## config.mk

```make
export PLATFORM = sky130hd
export DESIGN_NAME = mdc_sync_bank
export DESIGN_NICKNAME = d
export VERILOG_FILES = /design/src/pkg/mdc_pkg.sv /design/src/hw/mdc_lock_engine.sv /design/src/hw/mdc_sync_bank.sv
export SDC_FILE = /design/constraint.sdc
export NUM_CORES = 1
export LEC_CHECK = 0
export BUFFER_PORTS_ARGS = -buffer_cell sky130_fd_sc_hd__buf_2
export CAP_MARGIN = 20
export CORE_UTILIZATION = 30
export CTS_CLUSTER_SIZE = 14
export DETAILED_ROUTE_END_ITERATION = 10
export PLACE_DENSITY_LB_ADDON = 0.2
export SLEW_MARGIN = 20
export SYNTH_ARGS = -nofsm -noshare
export SYNTH_HDL_FRONTEND = slang
export SYNTH_SLANG_ARGS = --single-unit
```

## constraint.sdc

```tcl
create_clock -name mclk_in -period 5.9 [get_ports mclk_in]
set_input_delay 1.18 -clock mclk_in [delete_from_list [all_inputs] [get_ports mclk_in]]
set_output_delay 1.18 -clock mclk_in [all_outputs]
set_load 0.02 [all_outputs]
```

## src/pkg/mdc_pkg.sv

```systemverilog
// sync bank package: register map, reset values, fields, states,
// and the structs between the bank and the lock engine.
// assumes one device clock domain with an asynchronous active-high reset.
package mdc_pkg;

    localparam logic [7:0] ADDR_MAIN = 8'ha0;
    localparam logic [7:0] ADDR_PIN_IO = 8'ha2;
    localparam logic [7:0] ADDR_MISC_A = 8'ha3;
    localparam logic [7:0] ADDR_MAN_ADJ = 8'ha4;
    localparam logic [7:0] ADDR_MISC_B = 8'ha6;
    localparam logic [7:0] ADDR_OFFSET = 8'ha7;
    localparam logic [7:0] ADDR_WIN_LOW = 8'ha8;
    localparam logic [7:0] ADDR_WIN_HIGH = 8'ha9;
    localparam logic [7:0] ADDR_MF_PERIOD = 8'haa;
    localparam logic [7:0] ADDR_MF_PRESET = 8'hab;
    localparam logic [7:0] ADDR_CNT_PRESET = 8'hac;
    localparam logic [7:0] ADDR_CUR_ADJ = 8'hb5;
    localparam logic [7:0] ADDR_ERR_STAT = 8'hb6;
    localparam logic [7:0] ADDR_STATE_STAT = 8'hb7;
    localparam logic [7:0] ADDR_LOCK_STAT = 8'hb8;
    localparam logic [7:0] ADDR_LOCK_CNT = 8'hba;
    localparam logic [7:0] ADDR_DELAY_CNT = 8'hbb;
    localparam logic [7:0] ADDR_SAMPLE_EN = 8'hbc;
    localparam logic [7:0] ADDR_PHASE_EN = 8'hbd;

    localparam logic [7:0] RST_MAIN = 8'he0;
    localparam logic [7:0] RST_PIN_IO = 8'h30;
    localparam logic [7:0] RST_MISC_A = 8'h10;
    localparam logic [7:0] RST_MAN_ADJ = 8'h80;
    localparam logic [7:0] RST_MISC_B = 8'h0f;
    localparam logic [7:0] RST_OFFSET = 8'h00;
    localparam logic [7:0] RST_WIN_LOW = 8'h0f;
    localparam logic [7:0] RST_WIN_HIGH = 8'h07;
    localparam logic [7:0] RST_MF_PERIOD = 8'h10;
    localparam logic [7:0] RST_MF_PRESET = 8'h04;
    localparam logic [7:0] RST_CNT_PRESET = 8'h02;

    // main register field positions
    localparam int MAIN_CRIT_LSB = 6;
    localparam int MAIN_MANUAL_BIT = 5;
    localparam int MAIN_SREF_DIS_BIT = 4;
    localparam int MAIN_SIDE_BIT = 3;
    localparam int MAIN_MODE_LSB = 1;
    localparam int MAIN_ENABLE_BIT = 0;
    // misc b field positions
    localparam int MISCB_RELOCK_BIT = 4;
    localparam int MISCB_CONFIRM_LSB = 0;

    localparam logic [1:0] CRIT_BOTH = 2'h0;
    localparam logic [1:0] CRIT_LATE = 2'h1;
    localparam logic [1:0] CRIT_EARLY = 2'h2;
    localparam logic [1:0] CRIT_CROSS = 2'h3;

    localparam logic [1:0] MODE_ALTERNATE = 2'h0;
    localparam logic [1:0] MODE_SUBCLASS1 = 2'h2;

    localparam logic [7:0] ADJ_MAX = 8'hff;
    localparam logic [7:0] ADJ_MIN = 8'h00;

    typedef enum logic [3:0] {
        MDC_IDLE = 4'h0,
        MDC_ACQUIRE = 4'h1,
        MDC_LOCKED = 4'h2,
        MDC_LOCKOUT = 4'h3,
        MDC_MODE_ERR = 4'h4
    } mdc_state_e;

    typedef struct packed {
        logic [1:0] lock_criterion_select;
        logic delay_manual_select;
        logic internal_ref_gen_disable;
        logic [1:0] sync_protocol_mode;
        logic sync_function_enable;
        logic auto_relock;
        logic [3:0] lock_confirm_count;
        logic [7:0] manual_adjust_delay;
        logic [7:0] window_low_time;
        logic [7:0] window_high_time;
        logic [7:0] multiframe_period;
        logic [7:0] multiframe_preset;
        logic [7:0] sync_counter_preset;
    } mdc_cfg_s;

    typedef struct packed {
        logic [7:0] adjust_delay;
        logic repeat_err;
        logic period_err;
        logic adjust_err;
        logic early_err;
        logic late_err;
        logic active;
        logic busy;
        logic state_err;
        logic [3:0] state;
        logic locked;
        logic [3:0] lock_count;
        logic [7:0] delay_count;
    } mdc_stat_s;

endpackage : mdc_pkg

```

## src/hw/mdc_lock_engine.sv

```systemverilog
// lock engine: multiframe counter, window check, lock confirm, relock,
// and adjustment delay tracking.
// assumes the selected reference strobe is synchronous to mclk_in.
`timescale 1ns/1ps
module mdc_lock_engine
    import mdc_pkg::*;
(
    input wire logic mclk_in,
    input wire logic rst_in,
    input wire mdc_cfg_s cfg_in,
    input wire logic ref_in,
    output logic sref_out,
    output mdc_stat_s stat_out
);

    mdc_state_e state, next_state;
    logic ref_q, next_ref_q;
    logic [7:0] mf_cnt, next_mf_cnt;
    logic [3:0] lock_cnt, next_lock_cnt;
    logic [7:0] adj, next_adj;
    logic [7:0] dly_cnt, next_dly_cnt;
    logic first, next_first;
    logic start_early, next_start_early;
    logic start_late, next_start_late;
    logic sref, next_sref;
    logic [4:0] errs, next_errs;

    logic edge_seen, early, late, hit, mode_ok, en;
    logic se, sl;

    function automatic logic crit_hit(input logic [1:0] sel, input logic e, input logic l,
                                      input logic s_e, input logic s_l);
        unique case (sel)
            CRIT_BOTH: crit_hit = e & l;
            CRIT_LATE: crit_hit = l;
            CRIT_EARLY: crit_hit = e;
            CRIT_CROSS: crit_hit = (s_e & l) | (s_l & e);
        endcase
    endfunction : crit_hit

    always_comb begin
        en = cfg_in.sync_function_enable;
        mode_ok = (cfg_in.sync_protocol_mode == MODE_ALTERNATE)
                  || (cfg_in.sync_protocol_mode == MODE_SUBCLASS1);
        edge_seen = ref_in & ~ref_q;
        early = mf_cnt < cfg_in.window_low_time;
        late = ({1'b0, mf_cnt} + {1'b0, cfg_in.window_high_time})
               >= {1'b0, cfg_in.multiframe_period};
        se = first ? early : start_early;
        sl = first ? late : start_late;
        hit = crit_hit(cfg_in.lock_criterion_select, early, late, se, sl);

        next_ref_q = ref_in;
        next_state = state;
        next_lock_cnt = lock_cnt;
        next_adj = adj;
        next_dly_cnt = dly_cnt;
        next_first = first;
        next_start_early = start_early;
        next_start_late = start_late;
        next_errs = errs;
        next_errs[3] = (cfg_in.multiframe_period == 8'h00);

        // realign to the preset on the first edge of an acquisition
        if (!en) begin
            next_mf_cnt = 8'h00;
        end else if (edge_seen && state == MDC_ACQUIRE && first) begin
            next_mf_cnt = cfg_in.multiframe_preset;
        end else if ((mf_cnt + 8'h01) >= cfg_in.multiframe_period) begin
            next_mf_cnt = 8'h00;
        end else begin
            next_mf_cnt = mf_cnt + 8'h01;
        end
        next_sref = en & ~cfg_in.internal_ref_gen_disable & (next_mf_cnt == 8'h00);

        unique case (state)
            MDC_IDLE: begin
                if (en) begin
                    next_state = mode_ok ? MDC_ACQUIRE : MDC_MODE_ERR;
                    next_lock_cnt = 4'h0;
                    next_first = 1'b1;
                    next_adj = cfg_in.manual_adjust_delay;
                    next_dly_cnt = cfg_in.sync_counter_preset;
                    next_errs = 5'h00;
                end
            end
            MDC_ACQUIRE: begin
                if (edge_seen) begin
                    next_first = 1'b0;
                    if (first) begin
                        next_start_early = early;
                        next_start_late = late;
                    end
                    next_errs[1] = early & ~late;
                    next_errs[0] = late & ~early;
                    if (hit) begin
                        next_lock_cnt = lock_cnt + 4'h1;
                        if (lock_cnt >= cfg_in.lock_confirm_count) begin
                            next_state = MDC_LOCKED;
                        end
                    end else begin
                        next_lock_cnt = 4'h0;
                        next_first = 1'b1;
                        // auto mode steps the delay towards the window
                        if (!cfg_in.delay_manual_select && (early != late)) begin
                            if (dly_cnt == 8'h00 || (early && adj == ADJ_MIN)
                                || (late && adj == ADJ_MAX)) begin
                                next_errs[2] = 1'b1;
                            end else begin
                                next_adj = early ? adj - 8'h01 : adj + 8'h01;
                                next_dly_cnt = dly_cnt - 8'h01;
                            end
                        end
                    end
                end
            end
            MDC_LOCKED: begin
                if (edge_seen && !hit) begin
                    next_lock_cnt = 4'h0;
                    next_first = 1'b1;
                    next_errs[4] = 1'b1;
                    next_state = cfg_in.auto_relock ? MDC_ACQUIRE : MDC_LOCKOUT;
                end
            end
            MDC_LOCKOUT: begin
                next_state = MDC_LOCKOUT;
            end
            MDC_MODE_ERR: begin
                next_state = MDC_MODE_ERR;
            end
            default: begin
                next_state = MDC_IDLE;
            end
        endcase
        if (!en) begin
            next_state = MDC_IDLE;
        end else if (!mode_ok) begin
            next_state = MDC_MODE_ERR;
        end
    end

    always_ff @(posedge mclk_in or posedge rst_in) begin
        if (rst_in) begin
            state <= MDC_IDLE;
            ref_q <= 1'b0;
            mf_cnt <= 8'h00;
            lock_cnt <= 4'h0;
            adj <= RST_MAN_ADJ;
            dly_cnt <= 8'h00;
            first <= 1'b1;
            start_early <= 1'b0;
            start_late <= 1'b0;
            sref <= 1'b0;
            errs <= 5'h00;
        end else begin
            state <= next_state;
            ref_q <= next_ref_q;
            mf_cnt <= next_mf_cnt;
            lock_cnt <= next_lock_cnt;
            adj <= next_adj;
            dly_cnt <= next_dly_cnt;
            first <= next_first;
            start_early <= next_start_early;
            start_late <= next_start_late;
            sref <= next_sref;
            errs <= next_errs;
        end
    end

    assign sref_out = sref;
    always_comb begin
        stat_out.adjust_delay = cfg_in.delay_manual_select ? cfg_in.manual_adjust_delay : adj;
        stat_out.repeat_err = errs[4];
        stat_out.period_err = errs[3];
        stat_out.adjust_err = errs[2];
        stat_out.early_err = errs[1];
        stat_out.late_err = errs[0];
        stat_out.active = en;
        stat_out.busy = (state == MDC_ACQUIRE);
        stat_out.state_err = (state == MDC_MODE_ERR);
        stat_out.state = state;
        stat_out.locked = (state == MDC_LOCKED);
        stat_out.lock_count = lock_cnt;
        stat_out.delay_count = dly_cnt;
    end

endmodule : mdc_lock_engine

```

## src/hw/mdc_sync_bank.sv

```systemverilog
// multi-device sync register bank with reference input select and lock engine.
// assumes a serial port core gives decoded byte accesses on reg_,
// and reference pins synchronous to mclk_in.
`timescale 1ns/1ps
module mdc_sync_bank
    import mdc_pkg::*;
(
    input wire logic mclk_in,
    input wire logic rst_in,
    input wire logic [7:0] reg_addr_in,
    input wire logic reg_wr_in,
    input wire logic [7:0] reg_wdata_in,
    input wire logic reg_rd_in,
    output logic [7:0] reg_rdata_out,
    input wire logic east_reference_input_in,
    input wire logic west_reference_input_in,
    output logic internal_sref_out,
    output logic [7:0] adjust_delay_out,
    output logic signed [7:0] dataflow_offset_delay_out,
    output logic [7:0] pin_io_control_out,
    output logic [7:0] misc_control_a_out,
    output logic sync_locked_out
);

    logic [7:0] sync_main_control, next_sync_main_control;
    logic [7:0] sync_pin_io_control, next_sync_pin_io_control;
    logic [7:0] sync_misc_control_a, next_sync_misc_control_a;
    logic [7:0] manual_adjust_delay, next_manual_adjust_delay;
    logic [7:0] sync_misc_control_b, next_sync_misc_control_b;
    logic [7:0] dataflow_offset_delay, next_dataflow_offset_delay;
    logic [7:0] window_low_time, next_window_low_time;
    logic [7:0] window_high_time, next_window_high_time;
    logic [7:0] multiframe_period, next_multiframe_period;
    logic [7:0] multiframe_preset, next_multiframe_preset;
    logic [7:0] sync_counter_preset, next_sync_counter_preset;
    logic [7:0] rdata, next_rdata;
    logic [7:0] adj_q, next_adj_q;
    logic signed [7:0] offset_q, next_offset_q;
    logic locked_q, next_locked_q;

    mdc_cfg_s cfg;
    mdc_stat_s stat;
    logic ref_sel;

    function automatic logic wr_hit(input logic [7:0] a);
        wr_hit = reg_wr_in && (reg_addr_in == a);
    endfunction : wr_hit

    function automatic logic [7:0] onehot8(input logic [2:0] sel);
        onehot8 = 8'h01 << sel;
    endfunction : onehot8

    // control register writes
    always_comb begin
        next_sync_main_control = wr_hit(ADDR_MAIN) ? reg_wdata_in : sync_main_control;
        next_sync_pin_io_control = wr_hit(ADDR_PIN_IO) ? reg_wdata_in : sync_pin_io_control;
        next_sync_misc_control_a = wr_hit(ADDR_MISC_A) ? reg_wdata_in : sync_misc_control_a;
        next_manual_adjust_delay = wr_hit(ADDR_MAN_ADJ) ? reg_wdata_in : manual_adjust_delay;
        next_sync_misc_control_b = wr_hit(ADDR_MISC_B) ? reg_wdata_in : sync_misc_control_b;
        next_dataflow_offset_delay = wr_hit(ADDR_OFFSET) ? reg_wdata_in
                                                         : dataflow_offset_delay;
        next_window_low_time = wr_hit(ADDR_WIN_LOW) ? reg_wdata_in : window_low_time;
        next_window_high_time = wr_hit(ADDR_WIN_HIGH) ? reg_wdata_in : window_high_time;
        next_multiframe_period = wr_hit(ADDR_MF_PERIOD) ? reg_wdata_in : multiframe_period;
        next_multiframe_preset = wr_hit(ADDR_MF_PRESET) ? reg_wdata_in : multiframe_preset;
        next_sync_counter_preset = wr_hit(ADDR_CNT_PRESET) ? reg_wdata_in
                                                           : sync_counter_preset;
    end

    always_ff @(posedge mclk_in or posedge rst_in) begin
        if (rst_in) begin
            sync_main_control <= RST_MAIN;
            sync_pin_io_control <= RST_PIN_IO;
            sync_misc_control_a <= RST_MISC_A;
            manual_adjust_delay <= RST_MAN_ADJ;
            sync_misc_control_b <= RST_MISC_B;
            dataflow_offset_delay <= RST_OFFSET;
            window_low_time <= RST_WIN_LOW;
            window_high_time <= RST_WIN_HIGH;
            multiframe_period <= RST_MF_PERIOD;
            multiframe_preset <= RST_MF_PRESET;
            sync_counter_preset <= RST_CNT_PRESET;
        end else begin
            sync_main_control <= next_sync_main_control;
            sync_pin_io_control <= next_sync_pin_io_control;
            sync_misc_control_a <= next_sync_misc_control_a;
            manual_adjust_delay <= next_manual_adjust_delay;
            sync_misc_control_b <= next_sync_misc_control_b;
            dataflow_offset_delay <= next_dataflow_offset_delay;
            window_low_time <= next_window_low_time;
            window_high_time <= next_window_high_time;
            multiframe_period <= next_multiframe_period;
            multiframe_preset <= next_multiframe_preset;
            sync_counter_preset <= next_sync_counter_preset;
        end
    end

    // configuration fan-out to the engine
    always_comb begin
        cfg.lock_criterion_select = sync_main_control[MAIN_CRIT_LSB +: 2];
        cfg.delay_manual_select = sync_main_control[MAIN_MANUAL_BIT];
        cfg.internal_ref_gen_disable = sync_main_control[MAIN_SREF_DIS_BIT];
        cfg.sync_protocol_mode = sync_main_control[MAIN_MODE_LSB +: 2];
        cfg.sync_function_enable = sync_main_control[MAIN_ENABLE_BIT];
        cfg.auto_relock = sync_misc_control_b[MISCB_RELOCK_BIT];
        cfg.lock_confirm_count = sync_misc_control_b[MISCB_CONFIRM_LSB +: 4];
        cfg.manual_adjust_delay = manual_adjust_delay;
        cfg.window_low_time = window_low_time;
        cfg.window_high_time = window_high_time;
        cfg.multiframe_period = multiframe_period;
        cfg.multiframe_preset = multiframe_preset;
        cfg.sync_counter_preset = sync_counter_preset;
    end

    // a side switch while running shows as a possible false edge; switch while disabled
    assign ref_sel = sync_main_control[MAIN_SIDE_BIT] ? east_reference_input_in
                                                      : west_reference_input_in;

    mdc_lock_engine u_engine (
        .mclk_in(mclk_in),
        .rst_in(rst_in),
        .cfg_in(cfg),
        .ref_in(ref_sel),
        .sref_out(internal_sref_out),
        .stat_out(stat)
    );

    // read mux; status means nothing until the engine has run
    always_comb begin
        next_rdata = rdata;
        if (reg_rd_in) begin
            unique case (reg_addr_in)
                ADDR_MAIN: next_rdata = sync_main_control;
                ADDR_PIN_IO: next_rdata = sync_pin_io_control;
                ADDR_MISC_A: next_rdata = sync_misc_control_a;
                ADDR_MAN_ADJ: next_rdata = manual_adjust_delay;
                ADDR_MISC_B: next_rdata = sync_misc_control_b;
                ADDR_OFFSET: next_rdata = dataflow_offset_delay;
                ADDR_WIN_LOW: next_rdata = window_low_time;
                ADDR_WIN_HIGH: next_rdata = window_high_time;
                ADDR_MF_PERIOD: next_rdata = multiframe_period;
                ADDR_MF_PRESET: next_rdata = multiframe_preset;
                ADDR_CNT_PRESET: next_rdata = sync_counter_preset;
                ADDR_CUR_ADJ: next_rdata = stat.adjust_delay;
                ADDR_ERR_STAT: next_rdata = {stat.repeat_err, 1'b0, stat.period_err,
                                             stat.adjust_err, stat.early_err,
                                             stat.late_err, 1'b0, stat.active};
                ADDR_STATE_STAT: next_rdata = {stat.busy, stat.state_err, 2'h0,
                                               stat.state};
                ADDR_LOCK_STAT: next_rdata = {stat.locked, 7'h00};
                ADDR_LOCK_CNT: next_rdata = {4'h0, stat.lock_count};
                ADDR_DELAY_CNT: next_rdata = stat.delay_count;
                ADDR_SAMPLE_EN: next_rdata = onehot8(stat.adjust_delay[2:0]);
                ADDR_PHASE_EN: next_rdata = {6'h00, stat.adjust_delay[4:3]};
                default: next_rdata = 8'h00;
            endcase
        end
    end

    always_comb begin
        next_adj_q = stat.adjust_delay;
        next_offset_q = dataflow_offset_delay;
        next_locked_q = stat.locked;
    end

    always_ff @(posedge mclk_in or posedge rst_in) begin
        if (rst_in) begin
            rdata <= 8'h00;
            adj_q <= RST_MAN_ADJ;
            offset_q <= RST_OFFSET;
            locked_q <= 1'b0;
        end else begin
            rdata <= next_rdata;
            adj_q <= next_adj_q;
            offset_q <= next_offset_q;
            locked_q <= next_locked_q;
        end
    end

    assign reg_rdata_out = rdata;
    assign adjust_delay_out = adj_q;
    assign dataflow_offset_delay_out = offset_q;
    assign pin_io_control_out = sync_pin_io_control;
    assign misc_control_a_out = sync_misc_control_a;
    assign sync_locked_out = locked_q;

endmodule : mdc_sync_bank

```

== Word level (Yosys, flattened, before mapping) ==
Cells that the tools add are included.

* Output and inout bits: 42
* Word-level logic and storage cells: 180
* Input port bits: 22
* Bits in registers: 155

* Eq/ne operators: 40
* Add/subtract/negate cells: 6
* Reductions and logical operators: 39
* Magnitude comparators: 4
* Mux-type cells: 48
* Bitwise gates (word level): 13
* Shift-type cells: 1

{| class="wikitable"
|+ Operator list
! operator !! number
|-
| $eq A8 B8 Y1 const B || 20
|-
| $pmux W8 S19 || 1
|-
| $mux W8 || 15
|-
| $mux W4 || 10
|-
| $logic_not A8 Y1 || 4
|-
| $pmux W8 S2 || 2
|-
| $pmux W4 S5 || 1
|-
| $logic_and A1 B1 Y1 || 17
|-
| $add A8 B1 Y8 const B || 2
|-
| $sub A8 B1 Y8 const B || 2
|-
| $pmux W4 S3 || 1
|-
| $reduce_and A6 Y1 || 2
|-
| $mux W1 || 11
|-
| $add A8 B8 Y9 || 1
|-
| $ge A9 B8 Y1 || 1
|-
| $and A1 B1 Y1 || 8
|-
| $eq A4 B2 Y1 const B || 2
|-
| $ge A8 B8 Y1 || 1
|-
| $lt A8 B8 Y1 || 1
|-
| $ne A2 B1 Y1 const B || 4
|-
| $ne A4 B3 Y1 const B || 2
|-
| $ne A4 B4 Y1 const B || 2
|-
| $reduce_and A4 Y1 || 2
|-
| $shl A1 B3 Y8 const A || 1
|-
| 25 further kinds || 38
|}

== Depth between registers and ports, before layout ==
Gate-level depths: netlist of run 1.

* Word-level depth: 12
* Gate-level depth with buffers: 20
* Mapped depth without buffers: 19

== Hierarchy ==
From an unflattened synthesis of run 1, not the netlist that was laid out.

* Cells, all modules: 893
* Area, all modules: 9,177.6 µm²

{| class="wikitable"
|+ By module, submodules not included
! module !! cells an instance !! sequential area each (µm²) !! area each (µm²) !! times used
|-
| mdc_sync_bank || 465 || 2,855.2 || 5,546.6 || 1
|-
| mdc_lock_engine || 428 || 1,028.5 || 3,631.0 || 1
|}

== Worst setup path after synthesis of run 1 ==
Ideal clock, no wire load.

* Path type: reg2reg
* Start: reg window_high_time[1]
* End: reg u_engine.state[0]
* Clock period less this slack: 3,897 ps
* Path buffers: 0
* Slack: 2,003 ps
* Stages on the path, launching flop included: 20
* Data arrival time: 3,802 ps
* Cells stage by stage: dfstp_2 -> ha_1 -> a21o_1 -> a21oi_1 -> o21bai_1 -> a21oi_1 -> o21ai_0 -> xor2_1 -> ha_1 -> nand3_1 -> o21ai_0 -> a21oi_1 -> nand3_1 -> ha_1 -> nor2_1 -> o21ai_0 -> a32oi_2 -> a21oi_1 -> or4_1 -> o31ai_1

* Cells in the longest elaborated chain, start to end: 10

{| class="wikitable"
|+ Ends and longest elaborated chain
! item !! RTL line !! source
|-
| from (decl) || mdc_sync_bank.sv:32 || <nowiki>logic [7:0] window_high_time, next_window_high_time;</nowiki>
|-
| from (signal assigned) || mdc_sync_bank.sv:91 || <nowiki>window_high_time <= next_window_high_time;</nowiki>
|-
| $add A8 B8 Y9 * || mdc_lock_engine.sv:47 || <nowiki>late = ({1'b0, mf_cnt} + {1'b0, cfg_in.window_high_time})</nowiki>
|-
| $ge A9 B8 Y1 * || mdc_lock_engine.sv:48 || <nowiki>>= {1'b0, cfg_in.multiframe_period};</nowiki>
|-
| $mux W1 || - ||
|-
| $and A1 B1 Y1 || mdc_lock_engine.sv:37 || <nowiki>CRIT_CROSS: crit_hit = (s_e & l) | (s_l & e);</nowiki>
|-
| $or A1 B1 Y1 || mdc_lock_engine.sv:37 ||
|-
| $pmux W1 S4 * || mdc_lock_engine.sv:33 || <nowiki>unique case (sel)</nowiki>
|-
| $logic_not A1 Y1 || mdc_lock_engine.sv:118 || <nowiki>if (edge_seen && !hit) begin</nowiki>
|-
| $logic_and A1 B1 Y1 || mdc_lock_engine.sv:118 ||
|-
| $ne A4 B4 Y1 (no line) || - ||
|-
| $reduce_and A4 Y1 (no line) * || - ||
|-
| to (signal assigned) || mdc_lock_engine.sv:156 || <nowiki>state <= next_state;</nowiki>
|-
| to (decl) || mdc_lock_engine.sv:16 || <nowiki>mdc_state_e state, next_state;</nowiki>
|}

Every way passes the cells marked *; elsewhere a longest branch is shown, timed or not.
A chain may end at the register's enable or synchronous reset.

== Worst setup path after layout of run 1 ==
* Start: reg window_high_time[1]
* End: reg u_engine.adj[1]

* Cells in the longest elaborated chain, start to end: 8

{| class="wikitable"
|+ Ends and longest elaborated chain
! item !! RTL line !! source
|-
| $add A8 B8 Y9 * || mdc_lock_engine.sv:47 ||
|-
| $ge A9 B8 Y1 * || mdc_lock_engine.sv:48 ||
|-
| $mux W1 || - ||
|-
| $and A1 B1 Y1 || mdc_lock_engine.sv:37 ||
|-
| $or A1 B1 Y1 || mdc_lock_engine.sv:37 ||
|-
| $pmux W1 S4 || mdc_lock_engine.sv:33 ||
|-
| $ne A2 B2 Y1 (no line) || - ||
|-
| $reduce_and A6 Y1 (no line) * || - ||
|-
| to (signal assigned) || mdc_lock_engine.sv:160 || <nowiki>adj <= next_adj;</nowiki>
|-
| to (decl) || mdc_lock_engine.sv:20 || <nowiki>logic [7:0] adj, next_adj;</nowiki>
|}

Marks and branches as above.

==> results of run 1 <==
==> worst reg2reg max path, delay by kind of cell (launching register included) <==
kind	cells	cell delay, ns
AO/OA/AOI/OAI	12	2.58
XOR/XNOR	1	0.16
adder cells (fa/ha/maj)	3	0.78
flip-flops	1	0.56
AND/OR/NAND/NOR	3	0.43
==> path summary, 6_finish.rpt <==
path	start	end	slack, ns	depth (start not counted)
worst max-delay path	window_high_time[1]$_DFFE_PP1P_	u_engine.adj[1]$_DFFE_PP0P_	1.24	19
worst min register to register	dataflow_offset_delay[7]$_DFFE_PP0P_	dataflow_offset_delay_out[7]$_DFF_PP0_	0.42	0
worst max register to register	window_high_time[1]$_DFFE_PP1P_	u_engine.adj[1]$_DFFE_PP0P_	1.24	19
min in group asynchronous	rst_in	sync_locked_out$_DFF_PP0_	0.82	2
max in group asynchronous	rst_in	dataflow_offset_delay[5]$_DFFE_PP0P_	3.94	3
worst min-delay path	dataflow_offset_delay[7]$_DFFE_PP0P_	dataflow_offset_delay_out[7]$_DFF_PP0_	0.42	0
==> sequential cells by signal (all words and copies together), names as in the netlist, 3 cells and up <==
| register | count |
|---|---|
| u_engine.mf_cnt | 8 |
| dataflow_offset_delay_out | 8 |
| dataflow_offset_delay | 8 |
| adjust_delay_out | 8 |
| u_engine.state | 3 |
| pin_io_control_out | 8 |
| sync_counter_preset | 8 |
| sync_main_control | 8 |
| multiframe_period | 8 |
| reg_rdata_out | 8 |
| sync_misc_control_b | 8 |
| u_engine.errs | 5 |
| misc_control_a_out | 8 |
| multiframe_preset | 8 |
| manual_adjust_delay | 8 |
| u_engine.dly_cnt | 8 |
| window_low_time | 8 |
| window_high_time | 8 |
| u_engine.adj | 8 |
| u_engine.lock_cnt | 4 |
==> power groups by stage <==
| stage | combinational (mW) | clock, mW | sequential [mW] |
|---|---|---|---|
| 3_3_place_gp | 0.534 | 0 | 1.33 |
| 3_5_place_dp | 0.538 | 0 | 1.33 |
| 5_1_grt | 0.605 | 1.17 | 1.32 |
| 4_1_cts | 0.542 | 1.13 | 1.31 |
| 6_report | 0.539 | 1.11 | 1.31 |
| 2_1_floorplan | 0.358 | 0 | 1.29 |
==> layout by cell type, fill, tap and decap left out, types with 4 or more instances in the layout <==
cell type	instances
nand2b_1	14
nor2b_1	13
a22oi_1	39
xnor2_1	12
nor3b_1	4
xor2_1	4
a22o_1	5
buf_2	63
ha_1	48
o21ai_0	25
clkbuf_16	17
mux2_2	95
inv_1	38
nand3_1	15
nand4_1	14
and3_1	4
o22a_1	9
or2_2	5
buf_4	7
o21a_1	7
nor3_1	8
mux2i_1	4
dfrtp_1	130
nor2_1	63
inv_6	6
dfstp_2	24
a21oi_1	39
a31oi_1	6
a221oi_1	11
a21o_1	8
nand2_1	50
nor4_1	5
==> cells by family after synthesis <==
group,synth area share (%)
XOR/XNOR,1.65
multiplexers,13.1
buffers and inverters,3.11
flip-flops,45.7
AO/OA/AOI/OAI,15.6
AND/OR/NAND/NOR,13.3
adder cells (fa/ha/maj),7.54
==> through the flow <==
step / hold WS, ns / worst slack, ns / instance area (um2)
floorplan: 0.364 / 0.610 / 8490
finish: 0.418 / 1.24 / 9810
detailed placement: 0.407 / 1.28 / 9220
global placement: 0.415 / 1.37 / 9220
CTS: 0.424 / 1.24 / 9810
global route: 0.435 / 0.780 / 9810
==> per-layer routing <==
layer	global-route usage [%]	vias up	share of wire [%]
li1	-	3055	-
met2	33.9	221	47
met3	4.14	42	5.1
met5	0	-	0
met1	28.6	3387	46
met4	6.35	0	2.4
==> cell type report <==
class,instances,area [um2],area share (%)
well taps,378,473,4.82
multi-input cells,570,4350,44.3
repair buffers,70,368,3.75
clock inverters,13,133,1.35
flip-flops and latches,154,3880,39.6
inverters,39,154,1.57
clock buffers,19,453,4.62
==> metrics, run 1 <==
Post-CTS Setup Inserts 0; Leakage 4.46 nW; drc violations 0; pwr dens 302 mW/mm2; Post-synth top flop dfrtp_1; grt total ovfl 0; YS warnings 0; largest net degree at the start of global routing 108; final setup violation count 0; Crit-path slowest cell dfstp_2; Setup TNS 0 ns; fraction of layout cells with a size suffix above 1 27.6%; CP delay by family, top compound AO/OA/AOI/OAI gates; top cells by area, synth dfrtp_1 38%, mux2_2 13%, dfstp_2 7.4%; port buffer count 63; Post-Layout Cell Count 1,243; Vias 6,705; Cells after Synth 790; Layout Utilization 35.3%; area leader, netlist dfrtp_1; critical path class reg -> reg; area delta synth->final 15.5%; VDD IR max 0.000142 V; die width 170 um; Async SR Flop Fraction 100%; initial core utilization 30.6%; syn_area_per_cell 10.8 um2; Tot GR Track Use 21.1%; Arr. time, crit path 4.94 ns; P_int 1.99 mW; CP required 6.18 ns; Seq pwr share 44.3%; ant diodes 0; Syn Nets 862; Max Cap Viol 0; Longest Clk Path Bufs 2; Final Hold Fails 0; Buf/Inv on CP 0; Post-synth EDFFs 0; DR vias/cell 5.39; Post-synth top cells 130 x dfrtp_1, 95 x mux2_2, 63 x nor2_1; Die ar. 0.0290 mm2; WL per Instance 23.6 um; root buf cell clkbuf_16; worst min-delay path category reg -> reg; Rel. slew slack 42.5%; IO Count 64; Post-Syn Area 0.00849 mm2; DRT Wirelength 29,300 um; H-tree Lvls 4; TritonCTS clock tree built; share of Yosys cell area claimed by the top area cell type 38.3%; Worst Tran Pin Value 0.859 ns; Critical Path Start Type flip-flop; Final nets 924; initial antenna violation count 0; sequential area share after synthesis 45.7%; status complete, no violations; DRT Pass-1 Iters 5; HPWL after DPL 21,500 um; clock-pin slew on the worst setup and hold paths 0.07 ns; Max Freq 215 MHz; Initial DRC Count 673; crit end category flip-flop; fill count 2,880; total core area 0.0278 mm2; min cycle time layout 4.66 ns; largest fanout on the critical path 32; CP most frequent cell a21oi_1; Switching Share 32.6%; total power 2.96 mW; first-pass GRT wire length 44,400 um; Comb power frac 18.2%; synth unique cells 69; sw power 0.965 mW; period utilisation layout 78.9%; worst-path cell chain ha_1 -> a21o_1 -> a21oi_1 -> o21bai_1 -> a21oi_1 -> o21ai_0 -> xor2_1 -> ha_1 -> nand3_1 -> o21ai_0 -> a21oi_1 -> nand3_1 -> ha_1 -> nor2_1 -> o21ai_0 -> a32oi_2 -> a31oi_4 -> a211oi_1 -> a21oi_1; Num CTS Buffers 17; post-CTS sizing 0; part of the power in the clock network 37.5%; max-slew violations 0; die height 170 um; remaining antenna violation count 0; count leader, synth dfrtp_1; Final GP Congestion 0.907; number of cells after detailed placement 1,211; synthesis-stage register bit count 154; clock skew 0.00796 ns; vias in the first global route 6,729; # clock sinks 154; Rows 61; clk_lat worst skew 0.43 ns; hold_buf cts 0; critical path's largest stage delay 0.56 ns; unrepaired setup endpoints after global routing no
No activity file was read; power rests on OpenSTA's default activity.
==> run 2: changes to the inputs <==
Clock period 5.9 ns to 4.8 ns, I/O delays scaled along.
==> run 2 against run 1 <==
Effect of this change: core utilization grew 0.26 points; cell count grew 0.56%; sequential cell count is the same; wire length grew 1.5%; clock power grew 23%; worst hold slack gained 0.019 ns; combinational power grew 27%; register-to-register slack lost 0.86 ns; sequential power grew 23%; critical path depth grew 1; cell area grew 0.73%; setup slack lost 0.86 ns; largest cell class unchanged.
==> metrics, run 2 (synthesis gave the netlist of run 1 again) <==
status complete, no violations; vias in the first global route 6,733 (+0.059%); total core area 0.0278 mm2 (unchanged); clock-pin slew on the worst setup and hold paths 0.07 ns (about the same); largest fanout on the critical path 16 (-50%); initial antenna violation count 2 (+2); r2r worst-path depth 20 (+1); min cycle time layout 4.42 ns (-0.237 ns); CP required 5.11 ns (-1.07 ns); worst r2r src window_high_time[1]$_DFFE_PP1P_; DRT Pass-1 Iters 7 (+2); Initial DRC Count 695 (+3.3%); IO Count 64 (unchanged); remaining antenna violation count 0 (unchanged); Num CTS Buffers 17 (unchanged); ant diodes 0 (unchanged); worst min-delay path category reg -> reg; clock skew 0.0159 ns (+0.00794 ns); most common cell after layout, fill and taps aside dfrtp_1; Max Cap Viol 0 (unchanged); Setup TNS 0 ns (unchanged); Final Hold Fails 0 (unchanged); initial core utilization 30.6% (unchanged); Longest Clk Path Bufs 2 (unchanged); Crit Reg-Reg Endpoint u_engine.dly_cnt[2]$_DFFE_PP0P_; Die ar. 0.0290 mm2 (unchanged); drc violations 0 (unchanged); Worst Setup EP u_engine.dly_cnt[2]$_DFFE_PP0P_; crit end category flip-flop; Area after DPL 0.00927 mm2 (+0.53%); die height 170 um (unchanged); root buf cell clkbuf_16; port buffer count 63 (unchanged); Arr. time, crit path 4.73 ns (-0.21 ns); clk_lat worst skew 0.44 ns (about the same); Layout Utilization 35.6% (+0.26 points); die width 170 um (unchanged); R2R Setup Slk 0.38 ns (-0.86 ns); most frequent cells in the layout 130 x dfrtp_1, 95 x mux2_2, 63 x nor2_1, 63 x buf_2, 50 x nand2_1; Final nets 931 (+0.76%); VDD IR max 0.000237 V (+67%); Rows 61 (unchanged); critical path's largest stage delay 0.61 ns (+0.05 ns); Worst Tran Pin Value 0.832 ns (-0.0274 ns); Tot GR Track Use 21.1% (about the same); hold_buf cts 0 (unchanged); grt total ovfl 0 (unchanged); WL per Instance 23.8 um (+0.92%); Max Freq 226 MHz (+5.4%); DRT Wirelength 29,700 um (+1.5%); DR vias/cell 5.43 (+0.75%); pwr dens 371 mW/mm2 (+23%); worst-path cell chain ha_1 -> a21o_1 -> a21oi_1 -> o21bai_1 -> a21oi_1 -> o21ai_0 -> xor2_1 -> ha_1 -> nand3_1 -> o21ai_0 -> a21oi_1 -> nand3_1 -> ha_1 -> nor2_1 -> o21ai_0 -> a32oi_2 -> buf_4 -> a31oi_2 -> nor2_1 -> o22a_1; Crit-path slowest cell a31oi_2; max-slew violations 0 (unchanged); final setup violation count 0 (unchanged); HPWL after DPL 21,700 um (+0.68%); number of cells after detailed placement 1,216 (+0.41%); TritonCTS clock tree built; largest net degree at the start of global routing 109 (+0.93%); first-pass GRT wire length 44,300 um (-0.31%); Final GP Congestion 0.888 (-2.0%); fraction of layout cells with a size suffix above 1 28.3% (+0.70 points); critical path class reg -> reg; CP startpoint window_high_time[1]$_DFFE_PP1P_; Vias 6,793 (+1.3%); H-tree Lvls 4 (unchanged); Rel. slew slack 44.4% (+1.9 points); Leakage 4.50 nW (+0.89%); Post-Layout Cell Count 1,250 (+0.56%); WHS 0.437 ns (+0.0190 ns); area delta synth->final 16.3%; final instance area 0.00988 mm2 (+0.73%); # clock sinks 154 (unchanged); unrepaired setup endpoints after global routing no; Critical Path Start Type flip-flop; period utilisation layout 92.1% (+13 points)
==> run 2: per-layer routing <==
metal	up-vias	GRT usage [%]	wire (um)
li1	3077	-	-
met1	3416	28.1	13200
met2	248	33.6	13800
met3	52	4.12	1870
met4	0	8.58	942
met5	-	0	0
==> run 2: how the worst min path moves through the flow <==
stage | startpoint | end | slack [ns] | cells past startpoint
floorplan | dataflow_offset_delay[6]$_DFFE_PP0P_ | dataflow_offset_delay_out[6]$_DFF_PP0_ | 0.36 | 0
global placement | dataflow_offset_delay[7]$_DFFE_PP0P_ | dataflow_offset_delay_out[7]$_DFF_PP0_ | 0.41 | 0
detailed placement | dataflow_offset_delay[7]$_DFFE_PP0P_ | dataflow_offset_delay_out[7]$_DFF_PP0_ | 0.42 | 0
CTS | dataflow_offset_delay[7]$_DFFE_PP0P_ | dataflow_offset_delay_out[7]$_DFF_PP0_ | 0.44 | 0
global route | dataflow_offset_delay[2]$_DFFE_PP0P_ | dataflow_offset_delay_out[2]$_DFF_PP0_ | 0.46 | 0
finish | dataflow_offset_delay[7]$_DFFE_PP0P_ | dataflow_offset_delay_out[7]$_DFF_PP0_ | 0.44 | 0
==> run 2: final cells by class <==
type | count | area [um2]
clock buffers | 18 | 439
clock inverters | 14 | 146
fillers | 2846 | 17900
inverters | 39 | 150
multi-input cells | 571 | 4360
flip-flops and latches | 154 | 3880
well taps | 378 | 473
repair buffers | 76 | 425
==> run 2: critical path, delay by kind of cell, from the launching register on <==
kind,cells,cell delay [ns]
compound gates,11,2.21
fa+ha+maj,3,0.72
flops,1,0.57
simple gates,4,0.44
buf+inv,1,0.18
xor+xnor,1,0.16
==> run 2: through the flow <==
stage / power (mW) / setup slack, ns
4_1_cts: 3.67 / 0.339
6_report: 3.66 / 0.379
5_1_grt: 3.83 / 0.0167
3_3_place_gp: 2.29 / 0.512
3_5_place_dp: 2.30 / 0.362
2_1_floorplan: 2.03 / 0.903
==> run 2: what timing repair did <==
| action | 4_1_cts | 5_1_grt |
|---|---|---|
| endpoints found under the setup margin | 0 | 5 |
| endpoints found under the hold margin | 0 | 0 |
| gates resized for setup | 0 | 1 |
| buffers inserted | 0 | 1 |
==> run 2: report_power, final <==
group          leakage, nW  internal [mW]  total, mW  switching, mW
logic                 2.20          0.265      0.683          0.419
clock network        0.294          0.751       1.37          0.615
registers             2.01           1.44       1.61          0.172
